$ cat src/byte_core_pkg.sv
// shared constants, opcodes and carrier types for the instruction execute block
package byte_core_pkg;

   localparam int INSTR_W   = 14;
   localparam int DATA_W    = 8;
   localparam int FADDR_W   = 7;
   localparam int PC_W      = 13;
   localparam int JUMP_W    = 11;

   // field positions inside a 14-bit instruction word and, for HI_LATCH_LSB, inside the high latch
   localparam int DEST_POS     = 7;
   localparam int BIT_LSB      = 7;
   localparam int HI_LATCH_LSB = 3;

   // instruction cycle: 10 MHz core clock, one instruction cycle of four clocks
   localparam int CLK_HZ          = 10_000_000;
   localparam int CLKS_PER_CYCLE  = 4;

   // opcode patterns (upper bits) and masks
   localparam logic [13:0] OP_ADD_ACC_AND_REGISTER_MASK = 14'h3F00;
   localparam logic [13:0] OP_ADD_REG    = 14'h0700;
   localparam logic [13:0] OP_AND_REG    = 14'h0500;
   localparam logic [13:0] OP_OR_REG     = 14'h0400;
   localparam logic [13:0] OP_MOVE_REG   = 14'h0800;
   localparam logic [13:0] OP_INC_REG    = 14'h0A00;
   localparam logic [13:0] OP_DECSKIP    = 14'h0B00;
   localparam logic [13:0] OP_INCSKIP    = 14'h0F00;
   localparam logic [13:0] STORE_MASK    = 14'h3F80;
   localparam logic [13:0] OP_STORE      = 14'h0080;
   localparam logic [13:0] BIT_MASK      = 14'h3C00;
   localparam logic [13:0] OP_BITCLR     = 14'h1000;
   localparam logic [13:0] OP_BITSET     = 14'h1400;
   localparam logic [13:0] OP_BITTEST    = 14'h1800;
   localparam logic [13:0] JUMP_MASK     = 14'h3800;
   localparam logic [13:0] OP_JUMP       = 14'h2800;
   localparam logic [13:0] LIT_MASK      = 14'h3C00;
   localparam logic [13:0] OP_LOAD_LIT   = 14'h3000;
   localparam logic [13:0] LITX_MASK     = 14'h3F00;
   localparam logic [13:0] OP_OR_LIT     = 14'h3800;
   localparam logic [13:0] OP_AND_LIT    = 14'h3900;
   localparam logic [13:0] ADD_LIT_MASK  = 14'h3E00;
   localparam logic [13:0] OP_ADD_LIT    = 14'h3E00;

   // reset values
   localparam logic [7:0]  ACC_RST = 8'h00;
   localparam logic [12:0] PC_RST  = 13'h0000;

   typedef enum logic [3:0] {
      ALU_NOP    = 4'h0,
      ALU_ADD    = 4'h1,
      ALU_AND    = 4'h2,
      ALU_OR     = 4'h3,
      ALU_PASS_F = 4'h4,
      ALU_INC    = 4'h5,
      ALU_DEC    = 4'h6,
      ALU_PASS_K = 4'h7,
      ALU_BITCLR = 4'h8,
      ALU_BITSET = 4'h9
   } alu_op_t;

   // decoded instruction fields
   typedef struct packed {
      alu_op_t     op;
      logic        use_lit;   // b operand is the immediate
      logic        to_reg;    // result goes to the register
      logic        to_acc;    // result goes to the accumulator
      logic        upd_z;
      logic        upd_cdc;
      logic        skip_zero; // skip when result is zero
      logic        skip_bit;  // skip when tested bit is clear
      logic        jump;
      logic        store;     // accumulator to register
      logic [6:0]  faddr;
      logic [2:0]  bitsel;
      logic [7:0]  lit;
      logic [10:0] target;
   } dec_t;

   // write request to the register file
   typedef struct packed {
      logic       en;
      logic [6:0] addr;
      logic [7:0] data;
   } reg_wr_t;

   // status flags
   typedef struct packed {
      logic z;
      logic half_carry_flag;
      logic c;
   } flags_t;

endpackage : byte_core_pkg

$ cat src/instr_decode.sv
// combinational decoder from instruction word to execute controls
`timescale 1ns/1ps
module instr_decode
   import byte_core_pkg::*;
(
   input  wire logic [13:0] i_instr, // fetched instruction word
   output dec_t             o_dec    // decoded controls
);

   function automatic logic hit(input logic [13:0] w, input logic [13:0] m, input logic [13:0] p);
      return (w & m) == p;
   endfunction : hit

   // classify the word; anything unrecognised behaves as no-operation
   always_comb begin
      logic d;
      d = i_instr[DEST_POS];
      o_dec = '0;
      o_dec.op     = ALU_NOP;
      o_dec.faddr  = i_instr[6:0];
      o_dec.bitsel = i_instr[9:7];
      o_dec.lit    = i_instr[7:0];
      o_dec.target = i_instr[10:0];
      if (hit(i_instr, ADD_LIT_MASK, OP_ADD_LIT)) begin
         o_dec.op = ALU_ADD; o_dec.use_lit = 1'b1; o_dec.to_acc = 1'b1;
         o_dec.upd_z = 1'b1; o_dec.upd_cdc = 1'b1;
      end else if (hit(i_instr, LITX_MASK, OP_AND_LIT)) begin
         o_dec.op = ALU_AND; o_dec.use_lit = 1'b1; o_dec.to_acc = 1'b1;
         o_dec.upd_z = 1'b1;
      end else if (hit(i_instr, LITX_MASK, OP_OR_LIT)) begin
         o_dec.op = ALU_OR; o_dec.use_lit = 1'b1; o_dec.to_acc = 1'b1;
         o_dec.upd_z = 1'b1;
      end else if (hit(i_instr, LIT_MASK, OP_LOAD_LIT)) begin
         o_dec.op = ALU_PASS_K; o_dec.to_acc = 1'b1;
      end else if (hit(i_instr, JUMP_MASK, OP_JUMP)) begin
         o_dec.jump = 1'b1;
      end else if (hit(i_instr, BIT_MASK, OP_BITCLR)) begin
         o_dec.op = ALU_BITCLR; o_dec.to_reg = 1'b1;
      end else if (hit(i_instr, BIT_MASK, OP_BITSET)) begin
         o_dec.op = ALU_BITSET; o_dec.to_reg = 1'b1;
      end else if (hit(i_instr, BIT_MASK, OP_BITTEST)) begin
         o_dec.skip_bit = 1'b1;
      end else if (hit(i_instr, STORE_MASK, OP_STORE)) begin
         o_dec.store = 1'b1; o_dec.to_reg = 1'b1;
      end else if (hit(i_instr, OP_ADD_ACC_AND_REGISTER_MASK, OP_ADD_REG)) begin
         o_dec.op = ALU_ADD; o_dec.to_reg = d; o_dec.to_acc = !d;
         o_dec.upd_z = 1'b1; o_dec.upd_cdc = 1'b1;
      end else if (hit(i_instr, OP_ADD_ACC_AND_REGISTER_MASK, OP_AND_REG)) begin
         o_dec.op = ALU_AND; o_dec.to_reg = d; o_dec.to_acc = !d;
         o_dec.upd_z = 1'b1;
      end else if (hit(i_instr, OP_ADD_ACC_AND_REGISTER_MASK, OP_OR_REG)) begin
         o_dec.op = ALU_OR; o_dec.to_reg = d; o_dec.to_acc = !d;
         o_dec.upd_z = 1'b1;
      end else if (hit(i_instr, OP_ADD_ACC_AND_REGISTER_MASK, OP_MOVE_REG)) begin
         o_dec.op = ALU_PASS_F; o_dec.to_reg = d; o_dec.to_acc = !d;
         o_dec.upd_z = 1'b1;
      end else if (hit(i_instr, OP_ADD_ACC_AND_REGISTER_MASK, OP_INC_REG)) begin
         o_dec.op = ALU_INC; o_dec.to_reg = d; o_dec.to_acc = !d;
         o_dec.upd_z = 1'b1;
      end else if (hit(i_instr, OP_ADD_ACC_AND_REGISTER_MASK, OP_DECSKIP)) begin
         o_dec.op = ALU_DEC; o_dec.to_reg = d; o_dec.to_acc = !d;
         o_dec.skip_zero = 1'b1;
      end else if (hit(i_instr, OP_ADD_ACC_AND_REGISTER_MASK, OP_INCSKIP)) begin
         o_dec.op = ALU_INC; o_dec.to_reg = d; o_dec.to_acc = !d;
         o_dec.skip_zero = 1'b1;
      end
   end

endmodule : instr_decode

$ cat src/byte_alu.sv
// eight-bit arithmetic and logic unit with carry, half carry and zero
`timescale 1ns/1ps
module byte_alu
   import byte_core_pkg::*;
(
   input  wire alu_op_t    i_op,     // operation select
   input  wire logic [7:0] i_a,      // accumulator operand
   input  wire logic [7:0] i_b,      // register or immediate operand
   input  wire logic [2:0] i_bitsel, // bit position for bit ops
   output logic [7:0]      o_res,    // eight-bit result
   output flags_t          o_flags   // flags from this result
);

   // result and flags; zero from any result, carries from the add
   always_comb begin
      logic [8:0] sum;
      logic [4:0] low;
      sum = {1'b0, i_a} + {1'b0, i_b};
      low = {1'b0, i_a[3:0]} + {1'b0, i_b[3:0]};
      case (i_op)
         ALU_ADD:    o_res = sum[7:0];
         ALU_AND:    o_res = i_a & i_b;
         ALU_OR:     o_res = i_a | i_b;
         ALU_PASS_F: o_res = i_b;
         ALU_PASS_K: o_res = i_b;
         ALU_INC:    o_res = i_b + 8'h01;
         ALU_DEC:    o_res = i_b - 8'h01;
         ALU_BITCLR: o_res = i_b & ~(8'h01 << i_bitsel);
         ALU_BITSET: o_res = i_b | (8'h01 << i_bitsel);
         default:    o_res = i_a;
      endcase
      o_flags.z               = (o_res == 8'h00);
      o_flags.c               = sum[8];
      o_flags.half_carry_flag = low[4];
   end

endmodule : byte_alu

$ cat src/byte_core_execute.sv
// execute stage: one instruction per four-clock cycle, skips and jumps
// Function
// - add immediate to accumulator, result in accumulator, carry, half carry, zero updated.
// - add accumulator and register, destination bit picks target, all three flags.
// - and immediate with accumulator into accumulator, only zero flag changes.
// - and accumulator with register into chosen destination, only zero changes.
// - clear chosen bit of register, other bits kept, no flag changes.
// - set chosen bit of register, other bits kept, no flag changes.
// - bit test: clear bit turns next instruction into no-operation, two cycles.
// - decrement register to destination; zero result skips next; no flags.
// - increment register to destination; zero result skips next; no flags.
// - increment register into destination chosen by bit, zero flag updated.
// - jump loads 11 bits of counter; top two from latch bits 4..3; two cycles.
// - or immediate with accumulator into accumulator, only zero flag changes.
// - or accumulator with register into chosen destination, only zero changes.
// - move register to accumulator or itself, zero flag updated, one cycle.
// - store accumulator into register, no flag changes, one cycle.
// - load immediate into accumulator, no flag changes.
`timescale 1ns/1ps
module byte_core_execute
   import byte_core_pkg::*;
#(
   parameter int CYCLE_CLKS = CLKS_PER_CYCLE  // clocks per instruction cycle
)(
   input  wire logic        i_clk,        // core clock, 10 MHz
   input  wire logic        i_rst,        // asynchronous reset, active high
   input  wire logic [13:0] i_instr,      // instruction word from program memory
   input  wire logic [7:0]  i_reg_rdata,  // register file read data at o_reg_raddr
   input  wire logic [7:0]  i_pc_hi_latch,// program_counter_high_latch contents
   output logic [12:0]      o_pc,         // fetch address
   output logic [6:0]       o_reg_raddr,  // register file read address
   output reg_wr_t          o_reg_wr,     // register write, one-clock pulse
   output logic [7:0]       o_acc,        // accumulator
   output flags_t           o_flags,      // status flags
   output logic             o_cycle_end   // one-clock pulse at end of each cycle
);

   initial begin
      if (CYCLE_CLKS < 2 || CYCLE_CLKS > 16)
         $error("CYCLE_CLKS out of range");
   end

   dec_t       dec;
   logic [7:0] alu_res;
   flags_t     alu_flags;
   logic [7:0] b_opnd;

   instr_decode u_dec (
      .i_instr (i_instr),
      .o_dec   (dec)
   );

   // b operand: immediate or the addressed register
   assign b_opnd = (dec.use_lit || dec.op == ALU_PASS_K) ? dec.lit : i_reg_rdata;

   byte_alu u_alu (
      .i_op     (dec.op),
      .i_a      (o_acc),
      .i_b      (b_opnd),
      .i_bitsel (dec.bitsel),
      .o_res    (alu_res),
      .o_flags  (alu_flags)
   );

   // phase counter divides the clock into instruction cycles
   logic [3:0] phase_ff, nxt_phase;
   logic       exec_en;

   always_comb begin
      exec_en   = (phase_ff == 4'(CYCLE_CLKS - 1));
      nxt_phase = exec_en ? 4'h0 : phase_ff + 4'h1;
   end

   always_ff @(posedge i_clk or posedge i_rst) begin
      if (i_rst) begin
         phase_ff <= 4'h0;
      end else begin
         phase_ff <= nxt_phase;
      end
   end

   // sequencing of the execute cycle
   typedef enum logic [1:0] {
      ST_RUN   = 2'b00,
      ST_FLUSH = 2'b01,
      ST_JUMP  = 2'b10
   } exec_state_t;

   exec_state_t state_ff, nxt_state;
   logic [12:0] pc_ff, nxt_pc;
   logic [7:0]  acc_ff, nxt_acc;
   flags_t      flags_ff, nxt_flags;
   reg_wr_t     wr_ff, nxt_wr;
   logic        end_ff, nxt_end;

   // next-state logic; work happens only on the cycle enable
   always_comb begin
      logic take_skip;
      logic do_exec;
      take_skip = 1'b0;
      do_exec   = 1'b0;
      nxt_state = state_ff;
      nxt_pc    = pc_ff;
      nxt_acc   = acc_ff;
      nxt_flags = flags_ff;
      nxt_wr    = '0;
      nxt_end   = exec_en;
      if (exec_en) begin
         case (state_ff)
            ST_FLUSH: begin
               // discarded word runs as a no-operation
               nxt_state = ST_RUN;
               nxt_pc    = pc_ff + 13'h0001;
            end
            ST_JUMP: begin
               // target word is fetched during this idle cycle and runs next
               nxt_state = ST_RUN;
            end
            ST_RUN: begin
               do_exec = 1'b1;
            end
            default: begin
               nxt_state = ST_RUN;
            end
         endcase
      end
      if (do_exec) begin
         if (dec.jump) begin
            // new address; one idle cycle while the target word is fetched
            nxt_pc    = {i_pc_hi_latch[HI_LATCH_LSB+1:HI_LATCH_LSB], dec.target};
            nxt_state = ST_JUMP;
         end else begin
            nxt_pc = pc_ff + 13'h0001;
            if (dec.skip_zero && alu_res == 8'h00)
               take_skip = 1'b1;
            if (dec.skip_bit && !i_reg_rdata[dec.bitsel])
               take_skip = 1'b1;
            if (take_skip)
               nxt_state = ST_FLUSH;
            if (dec.to_acc)
               nxt_acc = alu_res;
            if (dec.to_reg) begin
               nxt_wr.en   = 1'b1;
               nxt_wr.addr = dec.faddr;
               nxt_wr.data = dec.store ? acc_ff : alu_res;
            end
            if (dec.upd_z)
               nxt_flags.z = alu_flags.z;
            if (dec.upd_cdc) begin
               nxt_flags.c               = alu_flags.c;
               nxt_flags.half_carry_flag = alu_flags.half_carry_flag;
            end
         end
      end
   end

   always_ff @(posedge i_clk or posedge i_rst) begin
      if (i_rst) begin
         state_ff <= ST_RUN;
         pc_ff    <= PC_RST;
         acc_ff   <= ACC_RST;
         flags_ff <= '0;
         wr_ff    <= '0;
         end_ff   <= 1'b0;
      end else begin
         state_ff <= nxt_state;
         pc_ff    <= nxt_pc;
         acc_ff   <= nxt_acc;
         flags_ff <= nxt_flags;
         wr_ff    <= nxt_wr;
         end_ff   <= nxt_end;
      end
   end

   // read address follows the word currently held
   logic [6:0] raddr_ff, nxt_raddr;

   always_comb begin
      nxt_raddr = i_instr[6:0];
   end

   always_ff @(posedge i_clk or posedge i_rst) begin
      if (i_rst) begin
         raddr_ff <= 7'h00;
      end else begin
         raddr_ff <= nxt_raddr;
      end
   end

   // outputs straight from flip-flops
   assign o_pc        = pc_ff;
   assign o_acc       = acc_ff;
   assign o_flags     = flags_ff;
   assign o_reg_wr    = wr_ff;
   assign o_cycle_end = end_ff;
   assign o_reg_raddr = raddr_ff;

endmodule : byte_core_execute

$ cat config.mk
export PLATFORM = sky130hd
export DESIGN_NAME = byte_core_execute
export DESIGN_NICKNAME = d
export VERILOG_FILES = /design/src/byte_core_pkg.sv /design/src/instr_decode.sv /design/src/byte_alu.sv /design/src/byte_core_execute.sv
export SDC_FILE = /design/constraint.sdc
export NUM_CORES = 1
export LEC_CHECK = 0
export CORE_MARGIN = 4
export CORE_UTILIZATION = 30
export CTS_CLUSTER_SIZE = 20
export DETAILED_ROUTE_END_ITERATION = 12
export DONT_BUFFER_PORTS = 1
export PLACE_DENSITY = 0.52
export SLEW_MARGIN = 5
export SYNTH_ARGS = -nofsm -noshare
export SYNTH_HDL_FRONTEND = slang
export SYNTH_SLANG_ARGS = --single-unit
$ cat constraint.sdc
create_clock -name i_clk -period 2.66 [get_ports i_clk]
set_input_delay 0.665 -clock i_clk [delete_from_list [all_inputs] [get_ports i_clk]]
set_output_delay 0.665 -clock i_clk [all_outputs]
set_load 0.02 [all_outputs]
Word level (Yosys, flattened, before mapping)
Index checks and enable logic that the tools add are counted.
W data, S select, Z words.
{ "totals": {"ff_bits": 54, "input_bits": 32, "wordCells": 158} }
{ "classes": {"addsub": 6, "order_cmp": 1, "eq_ne": 27, "shift": 1, "mux": 91, "bitwise": 6, "n_reduce_logical": 14} }
{ "ops": {"columns": ["operator", "n"], "rows": [
  ["$mux W5", 14],
  ["$pmux W8 S8", 1],
  ["$mux W4", 15],
  ["$mux W13", 4],
  ["$mux W16", 3],
  ["$mux W1", 32],
  ["$eq A4 B3 Y1 const B", 7],
  ["$eq A6 B4 Y1 const B", 4],
  ["$mux W3", 7],
  ["$mux W2", 10],
  ["$eq A6 B3 Y1 const B", 3],
  ["$and A8 B8 Y8", 2],
  ["$mux W8", 2],
  ["$or A8 B8 Y8", 2],
  ["$add A13 B1 Y13 const B", 1],
  ["$eq A4 B2 Y1 const B", 3],
  ["$eq A4 B4 Y1 const B", 3],
  ["$eq A6 B6 Y1 const B", 2],
  ["$mux W6", 2],
  ["$add A8 B8 Y9", 1],
  ["$reduce_and A3 Y1", 3],
  ["$add A8 B1 Y8 const B", 1],
  ["$logic_not A8 Y1", 1],
  ["$not A8 Y8", 1],
  ["19 further kinds", 22]
]} }

Longest topological paths before layout
{ "logic_depth": {"ltp_word": 32, "ltp_mapped": 16, "mapped_depth_nobuf": 15} }

Hierarchy
A second synthesis with hierarchy kept.
{ "hier_totals": {"cells_unflattened": 478, "area_unflattened_um2": 4264.1} }
{ "modules_own_cells": {"columns": ["mod", "n_inst", "cells_each", "area_per_inst_um2", "seq_area_each_um2"], "rows": [
  ["byte_core_execute", 1, 219, 2449.8, 1351.3],
  ["byte_alu", 1, 174, 1234.9, 0.0],
  ["instr_decode", 1, 85, 579.3, 0.0]
]} }

Least setup slack after synthesis
No wires, ideal clock.
{ "synth_timing": {"path_kind": "input port to flip-flop", "from": "in i_instr[9]", "to": "reg acc_ff[7] (netlist: o_acc[7])", "setup_time_ns": 0.125, "t_arrival_ns": 3.743, "t_required_ns": 2.535, "setup_slack_ns": -1.208, "cell_stages": 13, "path_cell_list": "buf_2 > buf_2 > nand2_1 > nor3_1 > ha_1 > nand4_1 > or4b_1 > nand3_1 > nand2_1 > a21oi_1 > xnor2_1 > a221o_1 > mux2_2"} }
{ "synth_between": {"elab_chain_cells": 25, "word_cells_on_any_way": 78} }
{ "synth_rtl": {"columns": ["item", "line", "text"], "rows": [
  ["from (decl)", "byte_core_execute.sv:27", "input wire logic [13:0] i_instr,"],
  ["branches (longest 25 deep; another with $eq A6 B4 Y1)", null, null],
  ["to (signal assigned)", "byte_core_execute.sv:168", "acc_ff <= nxt_acc;"],
  ["to (decl)", "byte_core_execute.sv:91", "logic [7:0] acc_ff, nxt_acc;"]
]} }
Several ways; the timed one is not identified. The select of a mux whose other input is x is not followed.
A chain may end at the register's enable or synchronous reset.

Worst setup path after layout
{ "layout_timing": {"from": "in i_instr[9]", "to": "reg flags_ff, in the netlist o_flags[2]"} }
{ "layout_between": {"elab_chain_cells": 23, "word_cells_on_any_way": 77} }
{ "layout_rtl": {"columns": ["item", "line", "text"], "rows": [
  ["$eq A6 B4 Y1", "instr_decode.sv:11", "return (w & m) == p;"],
  ["$mux W3 / $mux W1 (equally long branches)", "instr_decode.sv:63, instr_decode.sv:57", null],
  ["$mux W3, on equally long branches", "instr_decode.sv:60, instr_decode.sv:54", null],
  ["$mux W4 / $mux W3 (equally long branches)", "instr_decode.sv:57, instr_decode.sv:51", null],
  ["$mux W4 / $mux W3 (equally long branches)", "instr_decode.sv:54, instr_decode.sv:48", null],
  ["$mux W4 / $mux W3 (equally long branches)", "instr_decode.sv:51, instr_decode.sv:45", null],
  ["$mux W4, on equally long branches", "instr_decode.sv:48, instr_decode.sv:43", null],
  ["$mux W4 / $mux W5 (equally long branches)", "instr_decode.sv:45, instr_decode.sv:41", null],
  ["[... 7 more ...]", null, null],
  ["$mux W5, on equally long branches", "instr_decode.sv:27, instr_decode.sv:39", null],
  ["$mux W5, on equally long branches", "instr_decode.sv:24, instr_decode.sv:37", null],
  ["$eq A4 B3 Y1 / $mux W6 (equally long branches)", "byte_alu.sv:20, byte_core_execute.sv:54, instr_decode.sv:35", null],
  ["$logic_or A1 B1 Y1 / $mux W6 (equally long branches)", "byte_core_execute.sv:54, instr_decode.sv:33", null],
  ["$mux W8 / $mux W2 (equally long branches)", "byte_core_execute.sv:54, instr_decode.sv:30", null],
  ["$sub A8 B1 Y8 (tied with other cells)", "byte_alu.sv:27", "ALU_DEC: o_res = i_b - 8'h01;"],
  ["$pmux W8 S8 / $mux W3 (equally long branches)", "byte_alu.sv:20, instr_decode.sv:24", null],
  ["$logic_not A8 Y1 / $reduce_and A3 Y1 (equally long branches)", null, null],
  ["to (signal assigned)", "byte_core_execute.sv:169", "flags_ff <= nxt_flags;"],
  ["to (decl)", "byte_core_execute.sv:92", "flags_t flags_ff, nxt_flags;"]
]} }
Several ways; a longest one is shown, not always the timed one. The select of a mux whose other input is x is not followed.

==> flow_summary.ini <==
[worst_setup_path]
crit_required_ns = 2.86
rr_worst_depth = 9
crit_end = o_flags[2]
critPathLaunch = i_instr[9]
worst_path_max_delay_cell = or4b_4
cp_cell_sequence = and3b_2 -> nor3_4 -> buf_6 -> mux2_4 -> ha_4 -> nand4_1 -> or4b_4 -> nand3_4 -> xor2_1 -> a2111o_1 -> nor2_1 -> nand4_1 -> o31ai_1
path_class = input port to register
reg2reg_to = o_flags[2]
startpoint_type = input port
crit_path_end_kind = register
crit_arrival_ns = 3.55
cp_max_fo = 20
critPathMaxStageDelay_ns = 0.50
rrSetupSlack_ns = 0.11
rr_startpoint = o_acc[1]
path_common_cell = nand4_1

[final_layout]
antenna_cells = 0
fin_util_pct = 39.7
fin_nets = 537
drive_above_1_share_pct = 30.5
fillers = 1221
area_delta_synth_final_pct = 29.9

[sta]
rsz0062_at_grt = yes
setup_tns_ns = -6.82
fin_crit_sh_pct = 126
maxSlewViolCount = 0
finClkSkew_ns = 0.00605
tightest_slew_ns = 0.571
setup_violations = 15
finalWorstSetupSlack_ns = -0.688
hold_viol_final = 0
fmax_ghz = 0.299
slew_headroom_pct = 61.5
fin_crit_ns = 3.35

[power]
p_leak_uw = 0.00218
vdd_drop_max_mv = 0.247
power_density_nw_per_um2 = 610

[detailed_routing]
wl_per_cell_um = 19.6
drt-pass1-iter-count = 5
finalWirelength_mm = 12.5
drtAntennaViolNets = 0
vias = 3497
drtIter0Drc = 247
drcViolationCount = 0
via_per_inst = 5.51

[yosys]
syn_area_um2 = 3670
ys.flop_type = dfrtp_1
syn_avg_cell_area_um2 = 8.94
synth_edf_count = 0
yosys.cell_types.count = 69
synth_top_area_share_pct = 36.8
synth_warnings = 0
ys_top_cells_by_count = dfrtp_1 (54), nand2_1 (44), o21ai_0 (32), nor2_1 (31), a21oi_1 (20)
yosysMostFrequentCell = dfrtp_1
synth-seq-cells = 54
postSynthCellCount = 411
synthesis.nets = 461
yosysTopAreaCell = dfrtp_1
seq_area_frac_synth_pct = 36.8
synth_area_leaders = dfrtp_1 (37%), ha_1 (5.4%), nand2_1 (4.5%)
async_flop_share_pct = 100

[grt]
first_global_vias = 3434
grt_overflow_total = 0
antenna_found_initial = 0
gr-usage-all-layers_pct = 17.5
grt_pass1_wl_mm = 19.6
grt_max_degree = 33

[placement]
io_buffers = 0
gp_congestion = 0.906
place_hpwl_mm = 9.77

[run_status]
status = finished, violations left
violations = negative setup slack

[floorplan]
fp.dieArea_um2 = 14100
rows = 40
pin_count = 80
core_um2 = 12000
initial_core_util_pct = 30.6
die_h_um = 119
die_x_um = 119

[clocking]
cts_tree = done
clockBufferDepth = 2
root_buffer = clkbuf_16
clock_sinks = 54
clock_latency_ns = 0.29
cts_buffers = 5
clk_pin_slew_worst_paths_ns = 0.07
cts_max_level = 2

[worst_hold_path]
hold_class = input port to asynchronous set/reset pin

[job]
drv_cap = 0
power breakdown:
group	switching, uW	total, uW	leakage, uW	internal (uW)
Clock	304	653	0.0000698	349
Sequential	280	1210	0.000695	935
Combinational	521	1040	0.00142	523
Total	1100	2910	0.00218	1810
kinds of logic after synthesis:
group | count (synthesis) | synth area share [%]
simple gates | 149 | 20.9
compound gates | 116 | 21.2
flops | 54 | 36.8
mux | 16 | 5.35
fa+ha+maj | 18 | 6.54
xor+xnor | 21 | 5.01
buf+inv | 37 | 4.19
area by class of cell:
class	count	area, um^2	area share, %
inverter	19	71.3	1.49
timing repair buffer	87	673	14.1
sequential	54	1350	28.3
tap	147	184	3.85
multi-input combinational	320	2350	49.2
clock buffer	5	125	2.62
clock inverter	3	21.3	0.446
repair_timing:
| action | in CTS | in global routing |
|---|---|---|
| pin swaps | 5 | 5 |
| buffers inserted | 12 | 3 |
| hold buffers | 0 | 0 |
| gates resized for setup | 15 | 13 |
| setup endpoints to repair | 15 | 19 |
critical path, delay by kind of cell:
family	cells	cell delay, ns
adder cells (fa/ha/maj)	1	0.28
XOR/XNOR	1	0.08
AO/OA/AOI/OAI	2	0.65
buffers and inverters	1	0.16
AND/OR/NAND/NOR	7	1.37
multiplexers	1	0.33
flip-flops by register name, summed over array words and instances, names as in the netlist:
register / count
o_acc: 8
o_cycle_end: 1
o_flags: 3
o_pc: 13
o_reg_raddr: 7
o_reg_wr: 16
phase_ff: 4
state_ff: 2
cell usage in the layout, fill, tap and decap left out, types with 3 or more instances in the layout:
| master | synthesis | final |
|---|---|---|
| dfrtp_1 | 54 | 54 |
| inv_2 | 0 | 3 |
| a221o_1 | 3 | 3 |
| nand4_1 | 5 | 5 |
| nor2b_1 | 5 | 4 |
| ha_4 | 0 | 3 |
| o21bai_1 | 3 | 3 |
| buf_4 | 0 | 84 |
| nand2b_1 | 11 | 11 |
| a22oi_1 | 5 | 5 |
| inv_1 | 19 | 16 |
| o21ai_1 | 3 | 7 |
| mux2_2 | 9 | 8 |
| nor2_1 | 31 | 30 |
| a21oi_1 | 20 | 14 |
| clkbuf_16 | 0 | 5 |
| a211oi_2 | 2 | 3 |
| nand3_1 | 15 | 14 |
| a31oi_1 | 4 | 3 |
| o22ai_1 | 7 | 7 |
| o21ai_0 | 32 | 27 |
| a21oi_2 | 0 | 6 |
| xor2_1 | 10 | 10 |
| a21o_1 | 9 | 9 |
| and3_1 | 14 | 14 |
| xnor2_1 | 11 | 10 |
| nand2_1 | 44 | 43 |
| ha_1 | 16 | 12 |
routing by layer:
layer | track usage [%] | wire, um | part of all wire [%]
met1 | 23.4 | 5450 | 44
met2 | 27.7 | 5760 | 46
met3 | 5.41 | 1110 | 8.9
met4 | 3.69 | 142 | 1.1
met5 | 0 | 0 | 0
worst min-delay path by stage:
stage,endpoint,slack (ns),start
floorplan,phase_ff[0],0.43,phase_ff[0]
global placement,phase_ff[0],0.46,phase_ff[0]
detailed placement,phase_ff[0],0.47,phase_ff[0]
CTS,o_reg_wr[2],0.28,i_rst
global route,o_reg_wr[2],0.31,i_rst
finish,o_reg_wr[2],0.27,i_rst
metrics by stage:
| stage | cell area [um^2] | total power (uW) | std cells | setup slack (ns) | hold slack (ns) |
|---|---|---|---|---|---|
| floorplan | 3750 | 1770 | 411 | -0.925 | 0.431 |
| detailed placement | 4410 | 2180 | 613 | -1.01 | 0.473 |
| CTS | 4690 | 2880 | 632 | -0.636 | 0.280 |
| finish | 4770 | 2910 | 635 | -0.688 | 0.265 |
| global route | 4770 | 3080 | 635 | -0.793 | 0.308 |
| global placement | 4410 | 2170 | 613 | -0.972 | 0.459 |
(Power assumes the default switching activity.)
